File: src/rtl/tiaepm_pkg.sv
// Shared constants, states and event-map decoding for the trace idle and event map block
package tiaepm_pkg;

  // ----------------------------------------------------------------
  // Register map
  // ----------------------------------------------------------------
  localparam logic [7:0] ADDR_CTRL = 8'h00;
  localparam logic [7:0] ADDR_STATUS = 8'h04;
  localparam logic [7:0] ADDR_INSTR = 8'h08;
  localparam logic [7:0] ADDR_EXTOUT = 8'h0c;

  localparam int CTRL_PWRDN = 0;
  localparam int CTRL_PROG = 1;
  localparam int CTRL_TEN = 2;
  localparam int CTRL_OSLOCK = 3;
  localparam int CTRL_W = 4;
  localparam logic [CTRL_W-1:0] CTRL_RST = 4'h2;

  localparam int STAT_IDLE = 0;
  localparam int STAT_PROG = 1;
  localparam int STAT_ST_LO = 2;

  localparam int NUM_INSTR = 4;
  localparam int NUM_EXTOUT = 2;

  // ----------------------------------------------------------------
  // Instrumentation operations
  // ----------------------------------------------------------------
  typedef enum logic [1:0] {
    TIAEPM_OP_CLR = 2'h0,
    TIAEPM_OP_SET = 2'h1,
    TIAEPM_OP_TGL = 2'h2,
    TIAEPM_OP_NOP = 2'h3
  } tiaepm_op_t;

  // ----------------------------------------------------------------
  // Idle sequencer, Gray coded along the drain path
  // ----------------------------------------------------------------
  typedef enum logic [2:0] {
    TIAEPM_RUN = 3'h0,
    TIAEPM_STOP = 3'h1,
    TIAEPM_PIPE = 3'h3,
    TIAEPM_MAIN = 3'h2,
    TIAEPM_RSYN = 3'h6,
    TIAEPM_BUS = 3'h7,
    TIAEPM_PTR = 3'h5,
    TIAEPM_IDLE = 3'h4
  } tiaepm_state_t;

  // ----------------------------------------------------------------
  // Performance event numbering
  // ----------------------------------------------------------------
  localparam int EV_W = 7;
  localparam int EV_MAX = 8'h5a;
  localparam int SLOT_W = 6;
  localparam int SLOT_MAX = 8'h32;

  // First extended input slot of an event, zero when unmapped
  function automatic logic [SLOT_W-1:0] first_slot(input logic [EV_W-1:0] ev);
    logic [EV_W-1:0] s;
    s = 7'h00;
    if (ev >= 7'h01 && ev <= 7'h03) s = ev;
    else if (ev >= 7'h04 && ev <= 7'h08) s = ev + 7'h01;
    else if (ev >= 7'h09 && ev <= 7'h10) s = ev + 7'h02;
    else if (ev == 7'h12) s = 7'h13;
    else if (ev >= 7'h40 && ev <= 7'h43) s = ev - 7'h2c;
    else if (ev == 7'h44) s = 7'h19;
    else if (ev >= 7'h45 && ev <= 7'h55) s = ev - 7'h2b;
    else if (ev >= 7'h56 && ev <= 7'h57) s = ev - 7'h2a;
    else if (ev >= 7'h58 && ev <= 7'h5a) s = ev - 7'h29;
    return s[SLOT_W-1:0];
  endfunction

  // Second slot for events that can occur twice per cycle
  function automatic logic [SLOT_W-1:0] second_slot(input logic [EV_W-1:0] ev);
    logic [SLOT_W-1:0] s;
    case (ev)
      7'h08: s = 6'h0a;
      7'h43: s = 6'h18;
      7'h44: s = 6'h32;
      7'h55: s = 6'h2b;
      7'h57: s = 6'h2e;
      default: s = 6'h00;
    endcase
    return s;
  endfunction

endpackage

File: src/rtl/tiaepm_evmap.sv
// Performance event to extended external input mapper
`timescale 1ns/1ps
module tiaepm_evmap (
  input wire logic sys_clk,
  input wire logic rst,
  input wire logic [tiaepm_pkg::EV_MAX:0] pmu_evt_one,
  input wire logic [tiaepm_pkg::EV_MAX:0] pmu_evt_two,
  output logic [tiaepm_pkg::SLOT_MAX:0] ext_in_q
);

  logic [tiaepm_pkg::SLOT_MAX:0] ext_in_d;

  // Two events light both slots; one lights only the first
  always_comb
  begin
    logic [tiaepm_pkg::EV_W-1:0] ev;
    ev = '0;
    ext_in_d = '0;
    for (int e = 1; e <= tiaepm_pkg::EV_MAX; e++)
    begin
      ev = e[tiaepm_pkg::EV_W-1:0];
      if (tiaepm_pkg::first_slot(ev) != '0 && (pmu_evt_one[e] || pmu_evt_two[e]))
        ext_in_d[tiaepm_pkg::first_slot(ev)] = 1'b1;
      if (tiaepm_pkg::second_slot(ev) != '0 && pmu_evt_two[e])
        ext_in_d[tiaepm_pkg::second_slot(ev)] = 1'b1;
    end
  end

  always_ff @(posedge sys_clk)
  begin
    if (rst)
      ext_in_q <= '0;
    else
      ext_in_q <= ext_in_d;
  end

endmodule

File: src/rtl/tiaepm_sync.sv
// Two-flop level synchroniser for asynchronous inputs
`timescale 1ns/1ps
module tiaepm_sync #(
  parameter int W = 1
) (
  input wire logic sys_clk,
  input wire logic rst,
  input wire logic [W-1:0] async_in,
  output logic [W-1:0] sync_out
);

  logic [W-1:0] meta_q;

  always_ff @(posedge sys_clk)
  begin
    if (rst)
    begin
      meta_q <= '0;
      sync_out <= '0;
    end
    else
    begin
      meta_q <= async_in;
      sync_out <= meta_q;
    end
  end

endmodule

File: src/rtl/tiaepm_top.sv
// Trace unit idle control, instrumentation resources and event mapping
//
// Overview of operation
// - Four instrumentation resources, changed by instrumentation instructions from the core.
// - A cancelled instrumentation instruction leaves the resources untouched.
// - Idle entry: stop, pipe drain, main FIFO, resync FIFO, trace bus.
// - Finally the resync FIFO pointers both return to zero.
// - After reset the unit sits in idle.
// - Power-down, programming, enable low, OS lock, wait request or no debug enable cause idle.
// - Status programming bit reads 1 only when programming, power-down or OS lock is requested and idle reached.
// - A withdrawn idle request is held until the sequence completes.
// - Each mapped event drives one input, double events two inputs; unmapped event numbers drive none.
// - Single-slot event numbering follows the fixed mapping table.
// - Five events map to a first and a second input slot.
// - External outputs reach the monitor only via the cross-trigger unit.
//
// Chosen here: the Wishbone register port and the register offsets.
`timescale 1ns/1ps
module tiaepm_top (
  input wire logic sys_clk,
  input wire logic rst,
  // Wishbone slave
  input wire logic wb_cyc_i,
  input wire logic wb_stb_i,
  input wire logic wb_we_i,
  input wire logic [7:0] wb_adr_i,
  input wire logic [3:0] wb_sel_i,
  input wire logic [31:0] wb_dat_i,
  output logic [31:0] wb_dat_o,
  output logic wb_ack_o,
  // Debug enable pins
  input wire logic noninvasive_debug_enable,
  input wire logic invasive_debug_enable,
  // Core side
  input wire logic wait_for_interrupt_request,
  input wire logic instr_valid,
  input wire logic [1:0] instr_sel,
  input wire logic [1:0] instr_op,
  input wire logic instr_cancel,
  output logic idle_complete,
  output logic trace_run,
  output logic [tiaepm_pkg::NUM_INSTR-1:0] instr_res,
  // Drain status
  input wire logic pipe_empty,
  input wire logic main_fifo_empty,
  input wire logic resync_fifo_empty,
  input wire logic bus_accepted,
  input wire logic resync_ptr_zero,
  output logic resync_ptr_clear,
  // Event paths
  input wire logic [tiaepm_pkg::EV_MAX:0] pmu_evt_one,
  input wire logic [tiaepm_pkg::EV_MAX:0] pmu_evt_two,
  output logic [tiaepm_pkg::SLOT_MAX:0] ext_in,
  output logic [tiaepm_pkg::NUM_EXTOUT-1:0] trace_extout
);

  // ----------------------------------------------------------------
  // Input synchronisers
  // ----------------------------------------------------------------
  // Resync FIFO flags live on the trace bus clock, so they cross here
  // Lane order inside the synchroniser vector
  localparam int SY_NID = 0;
  localparam int SY_ID = 1;
  localparam int SY_RSYN = 2;
  localparam int SY_BUS = 3;
  localparam int SY_PTR = 4;
  localparam int SY_W = 5;

  logic [SY_W-1:0] async_vec;
  logic [SY_W-1:0] sync_vec;
  logic nid_s;
  logic id_s;
  logic rsyn_empty_s;
  logic bus_acc_s;
  logic ptr_zero_s;

  assign async_vec = {resync_ptr_zero, bus_accepted, resync_fifo_empty,
                      invasive_debug_enable, noninvasive_debug_enable};

  tiaepm_sync #(
    .W(SY_W)
  ) u_sync (
    .sys_clk(sys_clk),
    .rst(rst),
    .async_in(async_vec),
    .sync_out(sync_vec)
  );

  assign nid_s = sync_vec[SY_NID];
  assign id_s = sync_vec[SY_ID];
  assign rsyn_empty_s = sync_vec[SY_RSYN];
  assign bus_acc_s = sync_vec[SY_BUS];
  assign ptr_zero_s = sync_vec[SY_PTR];

  // ----------------------------------------------------------------
  // Register bus
  // ----------------------------------------------------------------
  logic [tiaepm_pkg::CTRL_W-1:0] ctrl_q;
  logic [tiaepm_pkg::NUM_EXTOUT-1:0] extout_q;
  logic [tiaepm_pkg::NUM_INSTR-1:0] instr_q;
  logic prog_hold_q;
  logic wb_req;
  logic wb_wr;
  logic [31:0] rd_d;
  tiaepm_pkg::tiaepm_state_t state_q;
  tiaepm_pkg::tiaepm_state_t state_d;

  assign wb_req = wb_cyc_i && wb_stb_i && !wb_ack_o;
  assign wb_wr = wb_req && wb_we_i && wb_sel_i[0];

  // Write strobe for one register offset, shared by every writable register
  function automatic logic reg_hit(input logic wr, input logic [7:0] adr, input logic [7:0] target);
    return wr && (adr == target);
  endfunction

  // Answer one cycle after the request, drop the cycle after
  always_ff @(posedge sys_clk)
  begin
    if (rst)
      wb_ack_o <= 1'b0;
    else
      wb_ack_o <= wb_req;
  end

  always_ff @(posedge sys_clk)
  begin
    if (rst)
      ctrl_q <= tiaepm_pkg::CTRL_RST;
    else if (reg_hit(wb_wr, wb_adr_i, tiaepm_pkg::ADDR_CTRL))
      ctrl_q <= wb_dat_i[tiaepm_pkg::CTRL_W-1:0];
  end

  // Held for software; the cross-trigger unit syncs and edge-detects them
  always_ff @(posedge sys_clk)
  begin
    if (rst)
      extout_q <= '0;
    else if (reg_hit(wb_wr, wb_adr_i, tiaepm_pkg::ADDR_EXTOUT))
      extout_q <= wb_dat_i[tiaepm_pkg::NUM_EXTOUT-1:0];
  end

  assign trace_extout = extout_q;

  // ----------------------------------------------------------------
  // Idle request and programming hold
  // ----------------------------------------------------------------
  logic prog_eff;
  logic idle_req;
  logic in_idle;

  assign in_idle = (state_q == tiaepm_pkg::TIAEPM_IDLE);

  // A programming bit pulsed 1-0 keeps its effect until idle is reached
  always_ff @(posedge sys_clk)
  begin
    if (rst)
      prog_hold_q <= 1'b0;
    else if (ctrl_q[tiaepm_pkg::CTRL_PROG] && !in_idle)
      prog_hold_q <= 1'b1;
    else if (in_idle)
      prog_hold_q <= 1'b0;
  end

  assign prog_eff = ctrl_q[tiaepm_pkg::CTRL_PROG] || prog_hold_q;

  assign idle_req = ctrl_q[tiaepm_pkg::CTRL_PWRDN]
                 || prog_eff
                 || !ctrl_q[tiaepm_pkg::CTRL_TEN]
                 || ctrl_q[tiaepm_pkg::CTRL_OSLOCK]
                 || wait_for_interrupt_request
                 || (!nid_s && !id_s);

  // ----------------------------------------------------------------
  // Idle entry sequencer
  // ----------------------------------------------------------------
  // Once started the drain runs to the end even if the request goes away
  always_comb
  begin
    state_d = state_q;
    case (state_q)
      tiaepm_pkg::TIAEPM_RUN:
        if (idle_req)
          state_d = tiaepm_pkg::TIAEPM_STOP;
      tiaepm_pkg::TIAEPM_STOP:
        state_d = tiaepm_pkg::TIAEPM_PIPE;
      tiaepm_pkg::TIAEPM_PIPE:
        if (pipe_empty)
          state_d = tiaepm_pkg::TIAEPM_MAIN;
      tiaepm_pkg::TIAEPM_MAIN:
        if (main_fifo_empty)
          state_d = tiaepm_pkg::TIAEPM_RSYN;
      tiaepm_pkg::TIAEPM_RSYN:
        if (rsyn_empty_s)
          state_d = tiaepm_pkg::TIAEPM_BUS;
      tiaepm_pkg::TIAEPM_BUS:
        if (bus_acc_s)
          state_d = tiaepm_pkg::TIAEPM_PTR;
      tiaepm_pkg::TIAEPM_PTR:
        if (ptr_zero_s)
          state_d = tiaepm_pkg::TIAEPM_IDLE;
      tiaepm_pkg::TIAEPM_IDLE:
        if (!idle_req)
          state_d = tiaepm_pkg::TIAEPM_RUN;
      // Stray codes land in idle, the one state safe for power removal
      default:
        state_d = tiaepm_pkg::TIAEPM_IDLE;
    endcase
  end

  always_ff @(posedge sys_clk)
  begin
    if (rst)
      state_q <= tiaepm_pkg::TIAEPM_IDLE;
    else
      state_q <= state_d;
  end

  // Level request, held until the far side reports both pointers at zero
  assign resync_ptr_clear = (state_q == tiaepm_pkg::TIAEPM_PTR);
  assign idle_complete = in_idle;
  assign trace_run = (state_q == tiaepm_pkg::TIAEPM_RUN);

  // ----------------------------------------------------------------
  // Instrumentation resources
  // ----------------------------------------------------------------
  // Cancel is predicted alongside the traced instruction
  // Only taken while trace runs; during the drain nothing is traced
  logic instr_take;

  assign instr_take = instr_valid && !instr_cancel && trace_run;

  for (genvar r = 0; r < tiaepm_pkg::NUM_INSTR; r++)
  begin : g_instr
    always_ff @(posedge sys_clk)
    begin
      if (rst)
        instr_q[r] <= 1'b0;
      else if (instr_take && instr_sel == 2'(r))
      begin
        case (tiaepm_pkg::tiaepm_op_t'(instr_op))
          tiaepm_pkg::TIAEPM_OP_CLR: instr_q[r] <= 1'b0;
          tiaepm_pkg::TIAEPM_OP_SET: instr_q[r] <= 1'b1;
          tiaepm_pkg::TIAEPM_OP_TGL: instr_q[r] <= !instr_q[r];
          default: instr_q[r] <= instr_q[r];
        endcase
      end
    end
  end

  assign instr_res = instr_q;

  // ----------------------------------------------------------------
  // Read path
  // ----------------------------------------------------------------
  always_comb
  begin
    rd_d = 32'h0000_0000;
    case (wb_adr_i)
      tiaepm_pkg::ADDR_CTRL:
        rd_d[tiaepm_pkg::CTRL_W-1:0] = ctrl_q;
      tiaepm_pkg::ADDR_STATUS:
      begin
        rd_d[tiaepm_pkg::STAT_IDLE] = in_idle;
        rd_d[tiaepm_pkg::STAT_PROG] = in_idle && (prog_eff || ctrl_q[tiaepm_pkg::CTRL_PWRDN]
                                     || ctrl_q[tiaepm_pkg::CTRL_OSLOCK]);
        rd_d[tiaepm_pkg::STAT_ST_LO +: 3] = state_q;
      end
      tiaepm_pkg::ADDR_INSTR:
        rd_d[tiaepm_pkg::NUM_INSTR-1:0] = instr_q;
      tiaepm_pkg::ADDR_EXTOUT:
        rd_d[tiaepm_pkg::NUM_EXTOUT-1:0] = extout_q;
      default:
        rd_d = 32'h0000_0000;
    endcase
  end

  // Registered so the read word stands together with ack
  always_ff @(posedge sys_clk)
  begin
    if (rst)
      wb_dat_o <= 32'h0000_0000;
    else if (wb_req)
      wb_dat_o <= rd_d;
  end

  // ----------------------------------------------------------------
  // Event mapping
  // ----------------------------------------------------------------
  // Registered there, so the inputs follow the events by one cycle
  tiaepm_evmap u_evmap (
    .sys_clk(sys_clk),
    .rst(rst),
    .pmu_evt_one(pmu_evt_one),
    .pmu_evt_two(pmu_evt_two),
    .ext_in_q(ext_in)
  );

endmodule

File: config.mk
export PLATFORM = sky130hd
export DESIGN_NAME = tiaepm_top
export DESIGN_NICKNAME = d
export VERILOG_FILES = /design/src/rtl/tiaepm_pkg.sv /design/src/rtl/tiaepm_evmap.sv /design/src/rtl/tiaepm_sync.sv /design/src/rtl/tiaepm_top.sv
export SDC_FILE = /design/constraint.sdc
export NUM_CORES = 1
export LEC_CHECK = 0
export BUFFER_PORTS_ARGS = -buffer_cell sky130_fd_sc_hd__buf_2
export CORE_AREA = 2 2 132 134
export DETAILED_ROUTE_END_ITERATION = 8
export DIE_AREA = 0 0 134 136
export RECOVER_POWER = 100
export SLEW_MARGIN = 20
export SYNTH_ARGS = -nofsm -noshare
export SYNTH_HDL_FRONTEND = slang
export SYNTH_HIERARCHICAL = 1
export SYNTH_SLANG_ARGS = --single-unit
File: constraint.sdc
create_clock -name sys_clk -period 1.4 [get_ports sys_clk]
set_clock_uncertainty 0.15 [all_clocks]
set_input_delay 0 -clock sys_clk [delete_from_list [all_inputs] [get_ports sys_clk]]
set_output_delay 0 -clock sys_clk [all_outputs]
set_load 0.01 [all_outputs]
After elaboration in Yosys (flattened, before gate mapping)
Cells that the tools add are included.
Word-level totals
  flip-flop bits (word level): 81
  bits of input ports: 245
  output and inout bits: 93
  word-level logic and storage cells: 530
Operators by class
  magnitude comparators: 98
  eq/ne operators: 22
  mux-type cells: 213
  bitwise logic cells: 48
  reduce and logical (&&, ||, !) cells: 136
Operators with widths (number)
  $mux 51: 49
  $or 51x51->51: 48
  $lt 6x7->1 const B: 49
  $demux 1 s6: 49
  $ge 6x1->1 const B: 49
  $mux 6: 49
  $logic_and 1x1->1: 64
  $mux 1: 52
  $logic_or 1x1->1: 51
  $pmux 3 s8: 1
  $mux 3: 7
  $eq 8x4->1 const B: 2
  $eq 3x3->1 const B: 4
  $pmux 1 s3: 4
  $logic_not 1->1: 10
  $eq 8x3->1 const B: 1
  $logic_not 8->1: 1
  $ne 2x1->1 const B: 4
  $pmux 2 s4: 1
  $reduce_and 2->1: 4
  $reduce_and 7->1: 1
  $eq 2x2->1 const B: 3
  $eq 3x2->1 const B: 2
  $ne 2x2->1 const B: 3
  7 further kinds: 9

Depth between registers and ports, before layout
  depth after elaboration: 103
  depth in mapped cells: 5

Cells and area by module
Netlist, hierarchy kept.
Modules (own cells, without submodules)
  tiaepm_evmap: instances 1, cells each 106, area each 1587.8 um2, sequential area each 980.9 um2
  tiaepm_top: instances 1, cells each 166, area each 1423.9 um2, sequential area each 400.4 um2
  tiaepm_sync: instances 1, cells each 20, area each 262.8 um2, sequential area each 200.2 um2

Worst setup path after synthesis
OpenSTA, ideal clock, no wires.
  kind: flip-flop to flip-flop
  start point: register (tool-made name)
  end point: register instr_q, in the netlist instr_res[0]
  library setup time: 131 ps
  data arrival time: 1171 ps
  required time: 1119 ps
  setup slack: -53 ps
  cell stages (with the launch flop): 6
  period minus slack after synthesis: 1453 ps
  path through: dfxtp_1 buf_6 nor4b_4 nand2_2 o311ai_2 o41ai_2
RTL lines
  to (signal, indexed assignment): line tiaepm_top.sv:243  | tiaepm_pkg::TIAEPM_OP_TGL: instr_q[r] <= !instr_q[r];
  to (signal, indexed assignment): line tiaepm_top.sv:244  | default: instr_q[r] <= instr_q[r];
  to (decl): line tiaepm_top.sv:100  | logic [tiaepm_pkg::NUM_INSTR-1:0] instr_q;

Final worst setup path
  start point: register wb_ack_o
  end point: register ctrl_q[1] (netlist name)
Between the ends
  cells in the longest elaborated chain, start to end: 5
RTL lines
  from (decl): line tiaepm_top.sv:30  | output logic wb_ack_o,
  from (signal assigned): line tiaepm_top.sv:122  | wb_ack_o <= wb_req;
  $logic_not 1->1: line tiaepm_top.sv:108  | assign wb_req = wb_cyc_i && wb_stb_i && !wb_ack_o;
  $logic_and 1x1->1: line tiaepm_top.sv:108
  $logic_and 1x1->1 (2 in series): line tiaepm_top.sv:109  | assign wb_wr = wb_req && wb_we_i && wb_sel_i[0];
  $logic_and 1x1->1: line tiaepm_top.sv:113  | return wr && (adr == target);
  to (signal assigned): line tiaepm_top.sv:128  | ctrl_q <= tiaepm_pkg::CTRL_RST;
  to (signal assigned): line tiaepm_top.sv:130  | ctrl_q <= wb_dat_i[tiaepm_pkg::CTRL_W-1:0];
  to (decl): line tiaepm_top.sv:98  | logic [tiaepm_pkg::CTRL_W-1:0] ctrl_q;
No other way between the ends.
A chain may end at the register's enable or synchronous reset.

==> results.py <==
metrics = {
    "synth": {
        "netlist_area_um2": 3270,
        "synth_seq_cells": 79,
        "yosys_warnings": 6,
        "ys_types": 49,
        "postSynthAreaPerCell_um2": 11.2,
        "synth-seq-area-share_pct": 48.3,
        "syn_inst": 292,
    },
    "worst_setup_path": {
        "rr_worst_depth": 5,
        "critPathLaunchType": "flop",
        "endpoint": "ctrl_q[1]",
        "cpMaxStageDelayCell": "dfxtp_2",
        "cp_cell_sequence": "and3b_2 > nand3_4 > nor4_4 > buf_4 > mux2i_1",
        "end_kind": "flop",
        "crit_family": "simple AND/OR/NAND/NOR gates",
        "crit_start": "wb_ack_o",
        "path_depth": 5,
        "max_stage_delay_ns": 0.32,
        "rrSetupSlack_ns": -0.003,
        "r2r-end": "ctrl_q[1]",
        "r2r_start": "wb_ack_o",
        "cp_max_fo": 4,
        "worst-setup-path-type": "flop to flop",
        "timing.critical_path.buf_inv": 1,
        "cp.required_ns": 1.51,
        "arrival_ns": 1.51,
    },
    "floorplan": {
        "die-area_um2": 18200,
        "die_h_um": 136,
        "die_x_um": 134,
        "row_count": 48,
        "coreArea_um2": 16900,
        "initial_core_util_pct": 19.4,
        "io-pin-count": 338,
    },
    "clocking": {
        "clock-sinks": 79,
        "cts.clk_slew.worst_paths_ns": 0.06,
        "cts-root-buf": "clkbuf_16",
        "cts_hold_buf": 119,
        "cts_tree": "built",
        "cts_buffers": 9,
        "clkLatencyLatePin_ns": 0.34,
        "htree_levels": 3,
        "clock_path_buffers": 2,
    },
    "detailed_routing": {
        "vias_per_cell": 3.82,
        "routed_wl_um": 10500,
        "dr.pass1.iters": 4,
        "drtAntennaViolNets": 0,
        "drtIter0Drc": 106,
        "wire_per_inst_um": 12.5,
        "drc": 0,
        "vias": 3204,
    },
    "global_routing": {
        "grt_usage_pct": 11.6,
        "antenna_found_initial": 2,
        "grt_max_degree": 28,
        "grt_pass1_vias": 3401,
        "grt_pass1_wl_um": 16300,
        "grt.overflow.total": 0,
    },
    "outcome": {
        "failed_checks": "hold timing, setup timing",
        "status": "finished with violations",
    },
    "sta": {
        "finalCritPeriodShare_pct": 100,
        "max_freq_ghz": 0.713,
        "rsz0062_at_grt": "yes",
        "setup_viol": 1,
        "layout_setup_ws_ns": -0.00339,
        "totalNegativeSetupSlack_ns": -0.00339,
        "drv_slew": 0,
        "holdWs_ns": -0.0341,
        "final-hold-violation-count": 3,
        "finalCriticalPeriod_ns": 1.40,
    },
    "cells_and_area": {
        "nets": 856,
        "finish.utilization_pct": 34.7,
        "drive_above_1_share_pct": 38.0,
        "stdcell_count": 838,
        "area_growth_syn_to_layout_pct": 78.8,
        "num_antenna_cells": 0,
    },
    "job": {
        "maxCapViolations": 0,
    },
    "placement": {
        "place_ws_ns": -0.0201,
        "place_congestion": 0.785,
        "io_buffer_count": 183,
        "placed_cells": 701,
        "dp_hpwl_um": 6790,
    },
    "worst_hold_path": {
        "hp-class": "input pin to flop",
    },
    "pwr": {
        "leakagePower_nw": 2.54,
        "power_density_nw_per_um2": 973,
        "ir_drop_mv": 0.509,
    },
}
[worst reg2reg max path: cells and delay by family (launching register included)]
| kind | cells | cell delay (ns) |
|---|---|---|
| simple gates | 3 | 0.46 |
| buf+inv | 1 | 0.18 |
| flops | 1 | 0.32 |
| mux | 1 | 0.21 |
[cell usage after synthesis, drive strengths merged]
| master | count | area [um2] |
|---|---|---|
| a21oi | 7 | 35.0 |
| a2bb2oi | 1 | 8.76 |
| a31oi | 1 | 6.26 |
| and2 | 1 | 6.26 |
| and2b | 5 | 43.8 |
| and3 | 1 | 7.51 |
| and3b | 1 | 8.76 |
| and4 | 1 | 8.76 |
| buf | 40 | 310 |
| clkbuf | 3 | 21.3 |
| conb | 2 | 7.51 |
| dfxtp | 79 | 1580 |
| ha | 3 | 37.5 |
| inv | 4 | 15.0 |
| mux2 | 1 | 11.3 |
| mux2i | 9 | 90.1 |
| nand2 | 18 | 70.1 |
| nand2b | 1 | 6.26 |
| nand3 | 8 | 50.1 |
| nand3b | 1 | 11.3 |
| nand4 | 2 | 12.5 |
| nand4b | 3 | 26.3 |
| nor2 | 13 | 63.8 |
| nor2b | 15 | 93.8 |
| nor3 | 2 | 10.0 |
| nor3b | 1 | 18.8 |
| nor4 | 3 | 33.8 |
| nor4b | 1 | 23.8 |
| o2111ai | 2 | 17.5 |
| o211ai | 1 | 7.51 |
| o21ai | 12 | 60.1 |
| o21ba | 44 | 503 |
| o2bb2ai | 2 | 17.5 |
| o311ai | 1 | 16.3 |
| o41ai | 2 | 25.0 |
| or4 | 1 | 7.51 |
[per-stage QoR]
step / area, um2 / power, mW / hold WS [ns]
5_1_grt: 5860 / 5.96 / -0.00727
3_3_place_gp: 4380 / 3.05 / 0.0610
4_1_cts: 5880 / 5.78 / -0.0375
3_5_place_dp: 4380 / 3.06 / 0.0632
2_1_floorplan: 3390 / 2.80 / -0.0784
6_report: 5860 / 5.70 / -0.0341
[timing repair]
| action | 4_1_cts | 5_1_grt |
|---|---|---|
| endpoints found under the setup margin | 7 | 18 |
| endpoints found under the hold margin | 77 | 2 |
| setup buffers | 0 | 2 |
| gates resized for setup | 3 | 10 |
| pin swaps | 1 | 6 |
[placed cells by master (no fill, tap or decap), types with 2 or more instances in the layout]
cell type	count
inv_6	3
clkbuf_16	9
inv_1	3
nand3_1	6
clkinv_2	2
nor2_2	4
o2bb2ai_1	2
dfxtp_1	75
nand4b_1	3
o21ba_4	10
nor2b_1	15
o21ai_0	6
nand2_1	17
dfxtp_2	3
and2b_2	5
conb_1	29
buf_4	16
nand4_1	2
nor4_4	2
dlygate4sd3_1	119
mux2i_1	9
o21ai_1	6
o21ba_2	34
nor2_1	8
ha_1	3
o2111ai_1	2
clkbuf_1	58
buf_2	126
a21oi_1	7
[how the worst min path moves through the flow]
stage | depth (start not counted) | end | start | slack [ns]
floorplan | 1 | u_sync/meta_q[0] | rst | -0.08
global placement | 2 | u_evmap/ext_in_q[11] | pmu_evt_one[9] | 0.06
detailed placement | 2 | u_evmap/ext_in_q[7] | pmu_evt_one[6] | 0.06
CTS | 5 | wb_dat_o[4] | wb_adr_i[4] | -0.04
global route | 5 | wb_dat_o[4] | wb_adr_i[0] | -0.007
finish | 5 | wb_dat_o[4] | wb_adr_i[4] | -0.03
[report_power, final]
group | switching, mW | leakage (nW) | total, mW | internal [mW]
sequential | 0.0269 | 0.657 | 2.38 | 2.35
clock | 1.01 | 0.153 | 2.41 | 1.41
combinational | 0.359 | 1.73 | 0.904 | 0.545
[flip-flops by register name, summed over array words and instances (netlist names), 2 cells and up, named ones only]
signal            flops
u_sync/meta_q         5
ctrl_q                4
instr_res             4
u_evmap/ext_in_q     49
u_sync/sync_out       5
trace_extout          2
wb_dat_o              5
[layer usage]
layer | vias up | GRT usage, % | routed length (um)
li1 | 1580 | - | -
met1 | 1442 | 13.2 | 4360
met2 | 161 | 19.4 | 4910
met3 | 17 | 5.11 | 1030
met4 | 4 | 4.20 | 174
met5 | - | 0 | 24
[cells by family after synthesis]
| logic type | Yosys count | synth area share (%) |
|---|---|---|
| buffers and inverters | 47 | 10.6 |
| multiplexers | 10 | 3.10 |
| flip-flops | 79 | 48.3 |
| other | 2 | 0.229 |
| AND/OR/NAND/NOR | 78 | 15.4 |
| AO/OA/AOI/OAI | 73 | 21.3 |
| adder cells (fa/ha/maj) | 3 | 1.15 |
[layout make-up]
type                       count  area, um2
fill                        1693      11000
timing repair buffer         321       2180
sequential                    79       1590
multi-input combinational    193       1490
tap                          225        282
clock buffer                   9        225
clock inverter                 7       77.6
inverter                       4       17.5
(Power assumes the default switching activity.)
